<file path="config.mk">
export PLATFORM = sky130hd
export DESIGN_NAME = ccb_clock_ctrl
export DESIGN_NICKNAME = d
export VERILOG_FILES = /design/src/hw/ccb_pkg.sv /design/src/hw/ccb_baud_gen.sv /design/src/hw/ccb_clock_ctrl.sv
export VERILOG_INCLUDE_DIRS = /design/src /design/src/hw
export SDC_FILE = /design/constraint.sdc
export NUM_CORES = 1
export LEC_CHECK = 0
export BUFFER_PORTS_ARGS = -buffer_cell sky130_fd_sc_hd__buf_2
export CORE_MARGIN = 2
export CORE_UTILIZATION = 50
export CTS_CLUSTER_DIAMETER = 150
export DETAILED_ROUTE_END_ITERATION = 6
export PLACE_DENSITY = 0.69
export SYNTH_ARGS = -nofsm -noshare
export SYNTH_HDL_FRONTEND = slang
export SYNTH_HIERARCHICAL = 1
export SYNTH_SLANG_ARGS = --single-unit
</file>
<file path="constraint.sdc">
create_clock -name CLOCK_I -period 5.85 [get_ports CLOCK_I]
set_input_delay 0.585 -clock CLOCK_I [delete_from_list [all_inputs] [get_ports CLOCK_I]]
set_output_delay 0.585 -clock CLOCK_I [all_outputs]
set_load 0.005 [all_outputs]
</file>
<file path="src/hw/ccb_consts.svh">
// Offsets, field positions, reset values and counts of the clock block
`ifndef CCB_CONSTS_SVH
`define CCB_CONSTS_SVH

// Reference and PLL rates
`define CCB_OSC_MHZ 24
`define CCB_PLL_MHZ 480
`define CCB_PLL_MULT (`CCB_PLL_MHZ / `CCB_OSC_MHZ)

// Processor clock speed codes and rates
`define CCB_SPD_12 2'h0
`define CCB_SPD_24 2'h1
`define CCB_SPD_48 2'h2
`define CCB_MHZ_12 12
`define CCB_MHZ_24 24
`define CCB_MHZ_48 48
`define CCB_HALF_TICKS(mhz) (`CCB_PLL_MHZ / (2 * (mhz)))
`define CCB_INSTR_CLOCKS 4

// Serial tick generation
`define CCB_BAUD_HZ 230400
`define CCB_OVERSAMPLE 16
`define CCB_BAUD_INC(mhz, w) (((64'd1 << (w)) * `CCB_BAUD_HZ * `CCB_OVERSAMPLE \
    + (mhz) * 64'd500000) / ((mhz) * 64'd1000000))

// Register byte offsets
`define CCB_REG_CTRL 4'h0
`define CCB_REG_STAT 4'h4
`define CCB_REG_SER 4'h8

// Control register fields
`define CCB_CTRL_DRIVE 0
`define CCB_CTRL_INVERT 1
`define CCB_CTRL_SPD_LO 3
`define CCB_CTRL_SPD_HI 4
`define CCB_CTRL_RST 32'h00000001

// Status register fields
`define CCB_STAT_SPD_LO 0
`define CCB_STAT_SPD_HI 1
`define CCB_STAT_LOCK 2
`define CCB_STAT_LEVEL 3
`define CCB_STAT_PEND 4

// Serial register fields
`define CCB_SER_DBL0 0
`define CCB_SER_DBL1 1
`define CCB_SER_RST 32'h00000000

`endif

</file>
<file path="src/hw/ccb_pkg.sv">
// Types shared by the clock block modules
`default_nettype none
package ccb_pkg;

    typedef enum logic [1:0] {
        PLL_IDLE,
        PLL_MEASURE,
        PLL_LOCKED
    } ccb_pll_state_t;

    typedef struct packed {
        logic [1:0] speed;
        logic invert;
        logic drive;
    } ccb_ctrl_t;

    typedef struct packed {
        logic dbl1;
        logic dbl0;
    } ccb_ser_t;

endpackage : ccb_pkg
`default_nettype wire

</file>
<file path="src/hw/ccb_baud_gen.sv">
// Serial port overflow tick generator, one accumulator per port
`timescale 1ns/100ps
`default_nettype none
`include "ccb_consts.svh"

module ccb_baud_gen #(
    parameter int ACC_W = 16,
    parameter int PORTS = 2
) (
    input wire logic clk_i,
    input wire logic rstn_i,
    input wire logic rise_i,
    input wire logic [1:0] speed_i,
    input wire logic [PORTS-1:0] dbl_i,
    output logic [PORTS-1:0] tick_o
);

    localparam logic [ACC_W-1:0] INC_12 = ACC_W'(`CCB_BAUD_INC(`CCB_MHZ_12, ACC_W));
    localparam logic [ACC_W-1:0] INC_24 = ACC_W'(`CCB_BAUD_INC(`CCB_MHZ_24, ACC_W));
    localparam logic [ACC_W-1:0] INC_48 = ACC_W'(`CCB_BAUD_INC(`CCB_MHZ_48, ACC_W));

    if (ACC_W < 12 || ACC_W > 30) begin : g_bad_width
        $error("ccb_baud_gen: ACC_W must lie in 12..30");
    end

    logic [ACC_W-1:0] inc;

    // Increment follows the active processor rate
    always_comb begin
        case (speed_i)
            `CCB_SPD_48: inc = INC_48;
            `CCB_SPD_24: inc = INC_24;
            default: inc = INC_12;
        endcase
    end

    for (genvar p = 0; p < PORTS; p++) begin : g_port
        logic [ACC_W-1:0] acc_ff;
        logic tick_ff;
        logic [ACC_W-1:0] step;
        logic [ACC_W:0] nxt_sum;

        assign step = dbl_i[p] ? (inc >> 1) : inc;
        assign nxt_sum = {1'b0, acc_ff} + {1'b0, step};

        // Overflow of the accumulator is the tick
        always_ff @(posedge clk_i or negedge rstn_i) begin
            if (!rstn_i) begin
                acc_ff <= '0;
                tick_ff <= 1'b0;
            end else begin
                tick_ff <= rise_i & nxt_sum[ACC_W];
                if (rise_i) begin
                    acc_ff <= nxt_sum[ACC_W-1:0];
                end
            end
        end

        assign tick_o[p] = tick_ff;
    end

endmodule : ccb_baud_gen
`default_nettype wire

</file>
<file path="src/hw/ccb_clock_ctrl.sv">
// Processor clock generation, clock output pin and serial tick top
//
// Behaviour
// - Multiply the 24 MHz reference to 480 MHz and divide it down.
// - Processor clock runs at 12 MHz after reset.
// - Firmware selects 48, 24 or 12 MHz through the control register.
// - Output pin carries a 50% duty copy of the processor clock.
// - Control bits invert the output pin and float it.
// - Both serial ports tick for 230 KBaud within 1% error.
// - Serial timing comes from internal overflow pulses.
// - Baud division follows the active processor clock rate.
// - A port's rate-double bit drops it to 115 KBaud.
// - One instruction cycle lasts four processor clock periods.
//
// The Avalon-MM register port and the register addresses were chosen for this implementation.
`timescale 1ns/100ps
`default_nettype none
`include "ccb_consts.svh"

module ccb_clock_ctrl #(
    parameter int PER_W = 16,
    parameter int BAUD_W = 16
) (
    input wire logic CLOCK_I,
    input wire logic RESETN_I,
    input wire logic OSC_TICK_I,
    input wire logic [3:0] AVS_ADDRESS_I,
    input wire logic AVS_READ_I,
    input wire logic AVS_WRITE_I,
    input wire logic [31:0] AVS_WRITEDATA_I,
    input wire logic [3:0] AVS_BYTEENABLE_I,
    output logic [31:0] AVS_READDATA_O,
    output logic AVS_WAITREQUEST_O,
    output logic PLL_LOCK_O,
    output logic PLL_TICK_O,
    output logic PROC_CLK_O,
    output logic PROC_CLK_RISE_O,
    output logic INSTR_CYCLE_O,
    output logic PROC_CLOCK_OUT_O,
    output logic PROC_CLOCK_OUT_OE_O,
    output logic SERIAL_ZERO_TICK_O,
    output logic SERIAL_ONE_TICK_O
);

    localparam logic [PER_W-1:0] MULT = PER_W'(`CCB_PLL_MULT);
    localparam logic [PER_W-1:0] CNT_MAX = '1;
    localparam logic [4:0] HALF_12 = 5'(`CCB_HALF_TICKS(`CCB_MHZ_12));
    localparam logic [4:0] HALF_24 = 5'(`CCB_HALF_TICKS(`CCB_MHZ_24));
    localparam logic [4:0] HALF_48 = 5'(`CCB_HALF_TICKS(`CCB_MHZ_48));
    localparam logic [1:0] INSTR_LAST = 2'(`CCB_INSTR_CLOCKS - 1);
    // Reset words of the writable registers
    localparam logic [31:0] CTRL_RST = `CCB_CTRL_RST;
    localparam logic [31:0] SER_RST = `CCB_SER_RST;

    if (PER_W < 6 || PER_W > 24) begin : g_bad_per
        $error("ccb_clock_ctrl: PER_W must lie in 6..24");
    end

    if (BAUD_W < 12 || BAUD_W > 30) begin : g_bad_baud
        $error("ccb_clock_ctrl: BAUD_W must lie in 12..30");
    end

    // Register state
    ccb_pkg::ccb_ctrl_t ctrl_ff;
    ccb_pkg::ccb_ser_t ser_ff;
    logic ack_ff;
    logic [31:0] rdata_ff;
    logic req;
    logic wr_en;
    logic [31:0] rd_mux;

    // Reference multiplier state
    ccb_pkg::ccb_pll_state_t pll_st_ff;
    logic [PER_W-1:0] cnt_ff;
    logic [PER_W-1:0] per_ff;
    logic [PER_W-1:0] acc_ff;
    logic [PER_W-1:0] osc_per;
    logic per_ok;
    logic osc_lost;
    logic [PER_W:0] nxt_sum;
    logic fire;
    logic tick_ff;

    // Divider state
    logic [4:0] half_cnt_ff;
    logic [4:0] half_len;
    logic half_done;
    logic rising;
    logic lvl_ff;
    logic [1:0] spd_act_ff;
    logic inv_act_ff;
    logic nxt_lvl;
    logic nxt_inv;
    logic rise_ff;
    logic [1:0] instr_cnt_ff;
    logic instr_ff;
    logic pin_ff;
    logic oe_ff;
    logic [1:0] baud_tick;

    // ---------------- Avalon-MM slave ----------------

    assign req = AVS_READ_I | AVS_WRITE_I;

    // One wait state on every access
    assign AVS_WAITREQUEST_O = req & ~ack_ff;

    always_ff @(posedge CLOCK_I or negedge RESETN_I) begin
        if (!RESETN_I) begin
            ack_ff <= 1'b0;
        end else begin
            ack_ff <= req & ~ack_ff;
        end
    end

    assign wr_en = AVS_WRITE_I & ack_ff & AVS_BYTEENABLE_I[0];

    // Read mux, unmapped offsets read zero
    always_comb begin
        rd_mux = 32'h00000000;
        case (AVS_ADDRESS_I)
            `CCB_REG_CTRL: begin
                rd_mux[`CCB_CTRL_DRIVE] = ctrl_ff.drive;
                rd_mux[`CCB_CTRL_INVERT] = ctrl_ff.invert;
                rd_mux[`CCB_CTRL_SPD_HI:`CCB_CTRL_SPD_LO] = ctrl_ff.speed;
            end
            `CCB_REG_STAT: begin
                rd_mux[`CCB_STAT_SPD_HI:`CCB_STAT_SPD_LO] = spd_act_ff;
                rd_mux[`CCB_STAT_LOCK] = (pll_st_ff == ccb_pkg::PLL_LOCKED);
                rd_mux[`CCB_STAT_LEVEL] = lvl_ff;
                rd_mux[`CCB_STAT_PEND] = (ctrl_ff.speed != spd_act_ff)
                    | (ctrl_ff.invert != inv_act_ff);
            end
            `CCB_REG_SER: begin
                rd_mux[`CCB_SER_DBL0] = ser_ff.dbl0;
                rd_mux[`CCB_SER_DBL1] = ser_ff.dbl1;
            end
            default: rd_mux = 32'h00000000;
        endcase
    end

    // Read data captured in the wait cycle, stands at the answer edge
    always_ff @(posedge CLOCK_I or negedge RESETN_I) begin
        if (!RESETN_I) begin
            rdata_ff <= 32'h00000000;
        end else if (AVS_READ_I & ~ack_ff) begin
            rdata_ff <= rd_mux;
        end
    end

    assign AVS_READDATA_O = rdata_ff;

    // Processor clock control register
    always_ff @(posedge CLOCK_I or negedge RESETN_I) begin
        if (!RESETN_I) begin
            ctrl_ff.drive <= CTRL_RST[`CCB_CTRL_DRIVE];
            ctrl_ff.invert <= CTRL_RST[`CCB_CTRL_INVERT];
            ctrl_ff.speed <= `CCB_SPD_12;
        end else if (wr_en && AVS_ADDRESS_I == `CCB_REG_CTRL) begin
            ctrl_ff.drive <= AVS_WRITEDATA_I[`CCB_CTRL_DRIVE];
            ctrl_ff.invert <= AVS_WRITEDATA_I[`CCB_CTRL_INVERT];
            // Reserved speed code leaves the rate unchanged
            if (AVS_WRITEDATA_I[`CCB_CTRL_SPD_HI:`CCB_CTRL_SPD_LO] != 2'h3) begin
                ctrl_ff.speed <= AVS_WRITEDATA_I[`CCB_CTRL_SPD_HI:`CCB_CTRL_SPD_LO];
            end
        end
    end

    // Serial rate-double bits
    always_ff @(posedge CLOCK_I or negedge RESETN_I) begin
        if (!RESETN_I) begin
            ser_ff.dbl0 <= SER_RST[`CCB_SER_DBL0];
            ser_ff.dbl1 <= SER_RST[`CCB_SER_DBL1];
        end else if (wr_en && AVS_ADDRESS_I == `CCB_REG_SER) begin
            ser_ff.dbl0 <= AVS_WRITEDATA_I[`CCB_SER_DBL0];
            ser_ff.dbl1 <= AVS_WRITEDATA_I[`CCB_SER_DBL1];
        end
    end

    // ---------------- Reference multiplier ----------------

    assign osc_per = PER_W'(cnt_ff + 1'b1);
    assign per_ok = (cnt_ff != CNT_MAX) && (osc_per >= MULT);
    assign osc_lost = (cnt_ff == CNT_MAX);

    // Reference period counter
    always_ff @(posedge CLOCK_I or negedge RESETN_I) begin
        if (!RESETN_I) begin
            cnt_ff <= '0;
        end else if (OSC_TICK_I) begin
            cnt_ff <= '0;
        end else if (!osc_lost) begin
            cnt_ff <= PER_W'(cnt_ff + 1'b1);
        end
    end

    // Lock tracking
    always_ff @(posedge CLOCK_I or negedge RESETN_I) begin
        if (!RESETN_I) begin
            pll_st_ff <= ccb_pkg::PLL_IDLE;
        end else begin
            case (pll_st_ff)
                ccb_pkg::PLL_IDLE: begin
                    if (OSC_TICK_I) begin
                        pll_st_ff <= ccb_pkg::PLL_MEASURE;
                    end
                end
                ccb_pkg::PLL_MEASURE: begin
                    if (osc_lost) begin
                        pll_st_ff <= ccb_pkg::PLL_IDLE;
                    end else if (OSC_TICK_I && per_ok) begin
                        pll_st_ff <= ccb_pkg::PLL_LOCKED;
                    end
                end
                ccb_pkg::PLL_LOCKED: begin
                    if (osc_lost || (OSC_TICK_I && !per_ok)) begin
                        pll_st_ff <= ccb_pkg::PLL_IDLE;
                    end
                end
                default: pll_st_ff <= ccb_pkg::PLL_IDLE;
            endcase
        end
    end

    // Latest measured reference period
    always_ff @(posedge CLOCK_I or negedge RESETN_I) begin
        if (!RESETN_I) begin
            per_ff <= MULT;
        end else if (OSC_TICK_I && per_ok && pll_st_ff != ccb_pkg::PLL_IDLE) begin
            per_ff <= osc_per;
        end
    end

    // Rate synthesiser: MULT ticks per reference period
    assign nxt_sum = {1'b0, acc_ff} + {1'b0, MULT};
    assign fire = (pll_st_ff == ccb_pkg::PLL_LOCKED) && (nxt_sum >= {1'b0, per_ff});

    always_ff @(posedge CLOCK_I or negedge RESETN_I) begin
        if (!RESETN_I) begin
            acc_ff <= '0;
            tick_ff <= 1'b0;
        end else begin
            tick_ff <= fire;
            if (pll_st_ff != ccb_pkg::PLL_LOCKED) begin
                acc_ff <= '0;
            end else if (fire) begin
                acc_ff <= PER_W'(nxt_sum - {1'b0, per_ff});
            end else begin
                acc_ff <= nxt_sum[PER_W-1:0];
            end
        end
    end

    // ---------------- Processor clock divider ----------------

    // Half period in PLL ticks for the active rate
    always_comb begin
        case (spd_act_ff)
            `CCB_SPD_48: half_len = HALF_48;
            `CCB_SPD_24: half_len = HALF_24;
            default: half_len = HALF_12;
        endcase
    end

    assign half_done = tick_ff && (half_cnt_ff == half_len - 5'h01);
    assign rising = half_done & ~lvl_ff;
    assign nxt_lvl = half_done ? ~lvl_ff : lvl_ff;
    assign nxt_inv = rising ? ctrl_ff.invert : inv_act_ff;

    // Equal halves give 50% duty
    always_ff @(posedge CLOCK_I or negedge RESETN_I) begin
        if (!RESETN_I) begin
            half_cnt_ff <= 5'h00;
            lvl_ff <= 1'b0;
        end else if (tick_ff) begin
            half_cnt_ff <= half_done ? 5'h00 : half_cnt_ff + 5'h01;
            lvl_ff <= nxt_lvl;
        end
    end

    // New rate and polarity only at the end of a full low phase
    always_ff @(posedge CLOCK_I or negedge RESETN_I) begin
        if (!RESETN_I) begin
            spd_act_ff <= `CCB_SPD_12;
            inv_act_ff <= 1'b0;
        end else if (rising) begin
            spd_act_ff <= ctrl_ff.speed;
            inv_act_ff <= ctrl_ff.invert;
        end
    end

    // Rising edge pulse and instruction cycle pulse
    always_ff @(posedge CLOCK_I or negedge RESETN_I) begin
        if (!RESETN_I) begin
            rise_ff <= 1'b0;
            instr_cnt_ff <= 2'h0;
            instr_ff <= 1'b0;
        end else begin
            rise_ff <= rising;
            instr_ff <= rising && (instr_cnt_ff == INSTR_LAST);
            if (rising) begin
                instr_cnt_ff <= (instr_cnt_ff == INSTR_LAST) ? 2'h0 : instr_cnt_ff + 2'h1;
            end
        end
    end

    // Output pin copy, inversion and drive enable
    always_ff @(posedge CLOCK_I or negedge RESETN_I) begin
        if (!RESETN_I) begin
            pin_ff <= 1'b0;
            oe_ff <= 1'b1;
        end else begin
            pin_ff <= nxt_lvl ^ nxt_inv;
            oe_ff <= ctrl_ff.drive;
        end
    end

    // ---------------- Serial ticks ----------------

    ccb_baud_gen #(
        .ACC_W(BAUD_W),
        .PORTS(2)
    ) u_baud (
        .clk_i(CLOCK_I),
        .rstn_i(RESETN_I),
        .rise_i(rising),
        .speed_i(spd_act_ff),
        .dbl_i({ser_ff.dbl1, ser_ff.dbl0}),
        .tick_o(baud_tick)
    );

    assign PLL_LOCK_O = (pll_st_ff == ccb_pkg::PLL_LOCKED);
    assign PLL_TICK_O = tick_ff;
    assign PROC_CLK_O = lvl_ff;
    assign PROC_CLK_RISE_O = rise_ff;
    assign INSTR_CYCLE_O = instr_ff;
    assign PROC_CLOCK_OUT_O = pin_ff;
    assign PROC_CLOCK_OUT_OE_O = oe_ff;
    assign SERIAL_ZERO_TICK_O = baud_tick[0];
    assign SERIAL_ONE_TICK_O = baud_tick[1];

endmodule : ccb_clock_ctrl
`default_nettype wire

</file>
# == Yosys cells after proc, flatten, opt, wreduce, memory -nomap -nowiden ==
# Index checks and enable logic that the tools add are counted.
# classes
n_eq_ne,18
muxes,20
add_sub_neg,8
n_reduce_logical,16
bitwise,12
order_cmp,2
# ops
cell,count
16-bit two-way mux,5
16-bit by 16-bit adder with 17-bit output,2
15-bit one-hot mux with 2 select lines,1
16-bit by 5-bit adder with 17-bit output (second input constant),1
17-bit by 16-bit >= comparator with 1-bit output,1
16-bit by 1-bit adder with 16-bit output (second input constant),1
16-bit equality test (second input constant),1
16-bit by 5-bit >= comparator with 1-bit output (second input constant),1
16-bit != test (second input constant),1
16-bit subtractor,1
15-bit two-way mux,1
2-bit one-hot mux with 3 select lines,2
2-bit two-way mux,5
5-bit one-hot mux with 2 select lines,1
1-bit logical AND,9
2-bit != test (second input constant),4
1-bit AND,7
2-bit equality test (second input constant),3
5-bit by 1-bit adder with 5-bit output (second input constant),1
5-bit equality test,1
5-bit two-way mux,1
5-bit by 1-bit subtractor with 5-bit output (second input constant),1
2-bit by 1-bit equality test with 1-bit output (second input constant),2
4-bit by 3-bit equality test with 1-bit output (second input constant),1
18 further kinds,22
# word_totals
wordCells,101
input_bits,45
out_inout_bits,42
regBits,112

# == Longest topological paths before layout ==
# logic_depth
word_depth,8
ltp_mapped,13
ltp_nobuf,12

# == Modules after synthesis ==
# Netlist, hierarchy kept.
# by_module_without_submodules
mod,cells_per_inst,seq_area_each_um2,area_per_inst_um2,instances
ccb_clock_ctrl,586,1956.9,5321.4,1
ccb_baud_gen,316,850.8,2954.1,1

# == Least setup slack after synthesis ==
# Ideal clock, no wire load.
# synth_timing
kind,reg-to-reg
startpoint,register acc_ff[2]
endpoint,register acc_ff[4]
slack_ns,2.849
period_less_slack_ns,3.001
arrival_ns,2.923
t_required_ns,5.772
setup_ns,0.078
n_path_buf,1
stages_incl_launch_ff,13
path_cell_list,dfrtp_1 > ha_1 > o2111ai_1 > nor2_1 > xor2_1 > ha_1 > and3_1 > and2_1 > a211oi_1 > and2_1 > clkbuf_1 > nand3_1 > a21oi_1
# synth_between
elab_chain_cells,5
word_cells_on_any_way,6
cone_classes,2 x add/sub; 1 x order compare; 2 x mux; 1 x reduce/logical
# synth_rtl
item,line_no,text
from (decl),ccb_clock_ctrl.sv:76,logic [PER_W-1:0] acc_ff;
from (signal assigned),ccb_clock_ctrl.sv:247,"acc_ff <= PER_W'(nxt_sum - {1'b0, per_ff});"
from (signal assigned),ccb_clock_ctrl.sv:249,acc_ff <= nxt_sum[PER_W-1:0];
16-bit by 5-bit adder with 17-bit output *,ccb_clock_ctrl.sv:235,"assign nxt_sum = {1'b0, acc_ff} + {1'b0, MULT};"
17-bit by 16-bit >= comparator with 1-bit output,ccb_clock_ctrl.sv:236,"assign fire = (pll_st_ff == ccb_pkg::PLL_LOCKED) && (nxt_sum >= {1'b0, per_ff});"
1-bit logical AND,ccb_clock_ctrl.sv:236,
16-bit two-way mux *,ccb_clock_ctrl.sv:246,end else if (fire) begin
16-bit two-way mux *,ccb_clock_ctrl.sv:244,if (pll_st_ff != ccb_pkg::PLL_LOCKED) begin
# Mark *: on every way between the ends. The rest lies on a longest branch, timed or not.
# A chain may end at the register's enable or synchronous reset.

# == Final worst setup path ==
# layout_timing
startpoint,register acc_ff[2]
endpoint,register acc_ff[2]
# Same word-level chain as after synthesis.

==> out/metrics.csv <==
metric,value,unit
status,finished clean,
final-max-slew-violation-count,0,
min_path_type,in2async,
ys_types,84,
chipHeight,132.7,microns
cellPowerDensity,233.9,mW/mm^2
io_buffers,28,
critical_path.max_fanout,13,
diodes,0,
timing.slew.headroom,26.92,%
io_pins,87,
drt-initial-drc-count,511,
ys_warn_count,6,
stdcell_count,1131,
max_stage_delay,0.56,ns
setup-violations-final,0,
finalNetCount,1013,
power,2.041,mW
syn_inst,902,
vias,6465,
wl_per_cell,15.39,microns
ant_nets,0,
timing_hold_violations_final,0,
ir_drop,0.1936,mV
h-tree-depth,3,
clk_pin_slew_worst_paths,0.07,ns
cts_buffers,9,
place.gp.congestion,0.8330,
worst_hold_slack,0.2549,ns
remaining_drc_errors,0,
start_kind,flop,
syn2layout_area_growth,5.428,%
cp_num_buf_inv,0,
endpoint_kind,flop,
grt_setup_unrepaired,no,
cts.repair.resized,0,
worstPathRequired,6.10,ns
row_count,47,
ys_async_sr_fraction,100.0,%
clkLatencyLatePin,0.36,ns
dieArea,0.01760,sq mm
path_delay_family,simple AND/OR/NAND/NOR gates,
yosysSeqAreaShare,33.93,%
fin_ws,2.017,ns
finalCritPeriodShare,65.52,%
worst_clock_skew,0.008907,ns
netlist_area,0.008275,sq mm
grt_max_degree,63,
vias_per_cell,5.716,
post_cts_buffers,0,
drtPass1Iterations,5,
core_area,0.01641,sq mm
antenna_found_initial,0,
leakagePower,4.024,nW
max_slew.worst_pin.slew,1.094,ns
fin_crit,3.833,ns
root_buffer,clkbuf_16,
slowest_stage,and2_1,
synth_area_per_cell,9.175,sq um
cts_hold_buf,0,
cp.arrival,4.08,ns
fmax,260.9,MHz
grt_usage,20.52,%
dp.cells,1115,
post-place-ws,2.115,ns
drive_gt1_share,13.94,%
synth-edff-count,0,
clk_path_buf_depth,2,
synthFlopType,dfrtp_1,
r2r_slack,2.02,ns
grt_pass1_wl,29.75,mm
worstSetupPathType,reg2reg,
fin_tns_setup,0,ns
maxCapViolCount,0,
crit_chain,"ha_1, o2111ai_1, nor2_1, xor2_1, ha_1, and3_1, and2_1, a211oi_1, and2_1, nand2_1, a211oi_1",
clock-sinks,112,
grt_pass1_vias,6060,
die_w,132.7,microns
routed_wl,17.41,mm
dp_hpwl,12.53,mm
yosys_register_bits,112,
grt_remaining_overflow,0,
cts_tree,built,
floorplan.initialDensity,50.44,%
-- where the power goes --
group          total [mW]  internal (mW)  leakage [nW]  switching [mW]
registers           0.863          0.815          1.52          0.0479
clock network       0.656          0.361         0.154           0.295
logic               0.522          0.201          2.35           0.321
total                2.04           1.38          4.02           0.664
-- worst reg2reg max path, stage by stage (launching register included) --
cell and delay [ns]:
dfrtp_1 0.41, ha_1 0.25, o2111ai_1 0.46, nor2_1 0.12, xor2_1 0.24, ha_1 0.33, and3_1 0.22, and2_1 0.18
a211oi_1 0.37, and2_1 0.56, nand2_1 0.32, a211oi_1 0.29
-- Yosys cell counts (4+ instances only) --
master / n / area, sq um
nor2b_1: 5 / 31.28
xnor2_1: 40 / 350.3
o211a_1: 4 / 40.04
xor2_1: 23 / 201.4
a21oi_1: 71 / 355.3
a21o_1: 12 / 90.09
a211o_1: 5 / 43.79
nand3_1: 37 / 185.2
dfrtp_1: 108 / 2703
buf_6: 6 / 67.56
clkbuf_1: 21 / 78.83
o41ai_1: 16 / 140.1
a31oi_2: 10 / 125.1
a211oi_1: 14 / 105.1
o21bai_1: 7 / 52.55
or3_1: 9 / 56.30
o21ai_0: 39 / 195.2
mux2_2: 27 / 304.0
and3_1: 8 / 50.05
or2_2: 13 / 81.33
a31oi_1: 6 / 37.54
o21ai_1: 7 / 35.03
o211ai_1: 9 / 67.56
nand2b_1: 7 / 43.79
nor3_1: 21 / 105.1
nor2_1: 54 / 202.7
mux2i_1: 5 / 50.05
o21a_1: 12 / 90.09
nand4_1: 8 / 50.05
and2_1: 6 / 37.54
buf_4: 29 / 217.7
buf_2: 5 / 25.02
ha_1: 59 / 738.2
dfstp_2: 4 / 105.1
nor4_1: 6 / 37.54
nand2_1: 67 / 251.5
inv_1: 46 / 172.7
-- metal layers --
layer | part of all wire (%) | vias up | global-route usage [%]
li1 | - | 3240 | -
met1 | 49 | 3072 | 29.64
met2 | 45 | 138 | 32.27
met3 | 4.0 | 15 | 3.218
met4 | 1.3 | 0 | 5.317
met5 | 0 | - | 0
-- cell type report --
| class | count | area [sq um] |
|---|---|---|
| well taps | 220 | 275.3 |
| clock buffers | 12 | 256.5 |
| inverters | 46 | 172.7 |
| clock inverters | 4 | 56.30 |
| repair buffers | 33 | 180.2 |
| fillers | 1503 | 7682 |
| flip-flops and latches | 112 | 2808 |
| multi-input cells | 704 | 4976 |
-- worst paths after layout --
path                       startpoint                          to  cells after the start
max in group asynchronous    RESETN_I  u_baud/g_port[0].acc_ff[3]                      2
setup reg to reg            acc_ff[2]                   acc_ff[2]                     11
hold / removal               RESETN_I             PROC_CLK_RISE_O                      1
setup / recovery            acc_ff[2]                   acc_ff[2]                     11
hold reg to reg            ctrl_ff[0]         PROC_CLOCK_OUT_OE_O                      0
min in group CLOCK_I       ctrl_ff[0]         PROC_CLOCK_OUT_OE_O                      0
-- layout by cell type, fill, tap and decap left out, types with 21 or more instances in the layout --
| cell type | instances |
|---|---|
| dfrtp_1 | 108 |
| a21oi_1 | 71 |
| nand2_1 | 67 |
| ha_1 | 58 |
| nor2_1 | 54 |
| inv_1 | 46 |
| xnor2_1 | 40 |
| o21ai_0 | 39 |
| nand3_1 | 37 |
| mux2_2 | 27 |
| conb_1 | 27 |
| buf_2 | 27 |
| xor2_1 | 23 |
| nor3_1 | 21 |
-- registers in the layout (all words and copies together) (netlist names), 2 cells and up --
| signal | count |
|---|---|
| AVS_READDATA_O | 5 |
| acc_ff | 16 |
| cnt_ff | 16 |
| ctrl_ff | 4 |
| half_cnt_ff | 5 |
| instr_cnt_ff | 2 |
| per_ff | 16 |
| pll_st_ff | 2 |
| ser_ff | 2 |
| spd_act_ff | 2 |
| u_baud/g_port.acc_ff | 32 |
| u_baud/g_port.tick_ff | 2 |
-- kinds of logic (layout without fill, tap and decap cells) --
kind of cell    count (synthesis)  count (layout)  share of synthesized area [%]
compound gates                262             262                          22.51
simple gates                  258             258                          15.69
flops                         112             112                          33.93
buf+inv                       112              95                          7.227
xor+xnor                       63              63                          6.668
fa+ha+maj                      62              62                          9.646
mux                            32              32                          4.279
other cells                     1              27                        0.04531
-- stage by stage --
stage          instance area, sq um  utilization (%)
2_1_floorplan                  8373                -
4_1_cts                        8725            53.18
5_1_grt                        8725            53.18
3_5_place_dp                   8412            51.27
6_report                       8725            53.18
3_3_place_gp                   8412            51.27
Note: power is estimated with default switching activity, not from simulation.
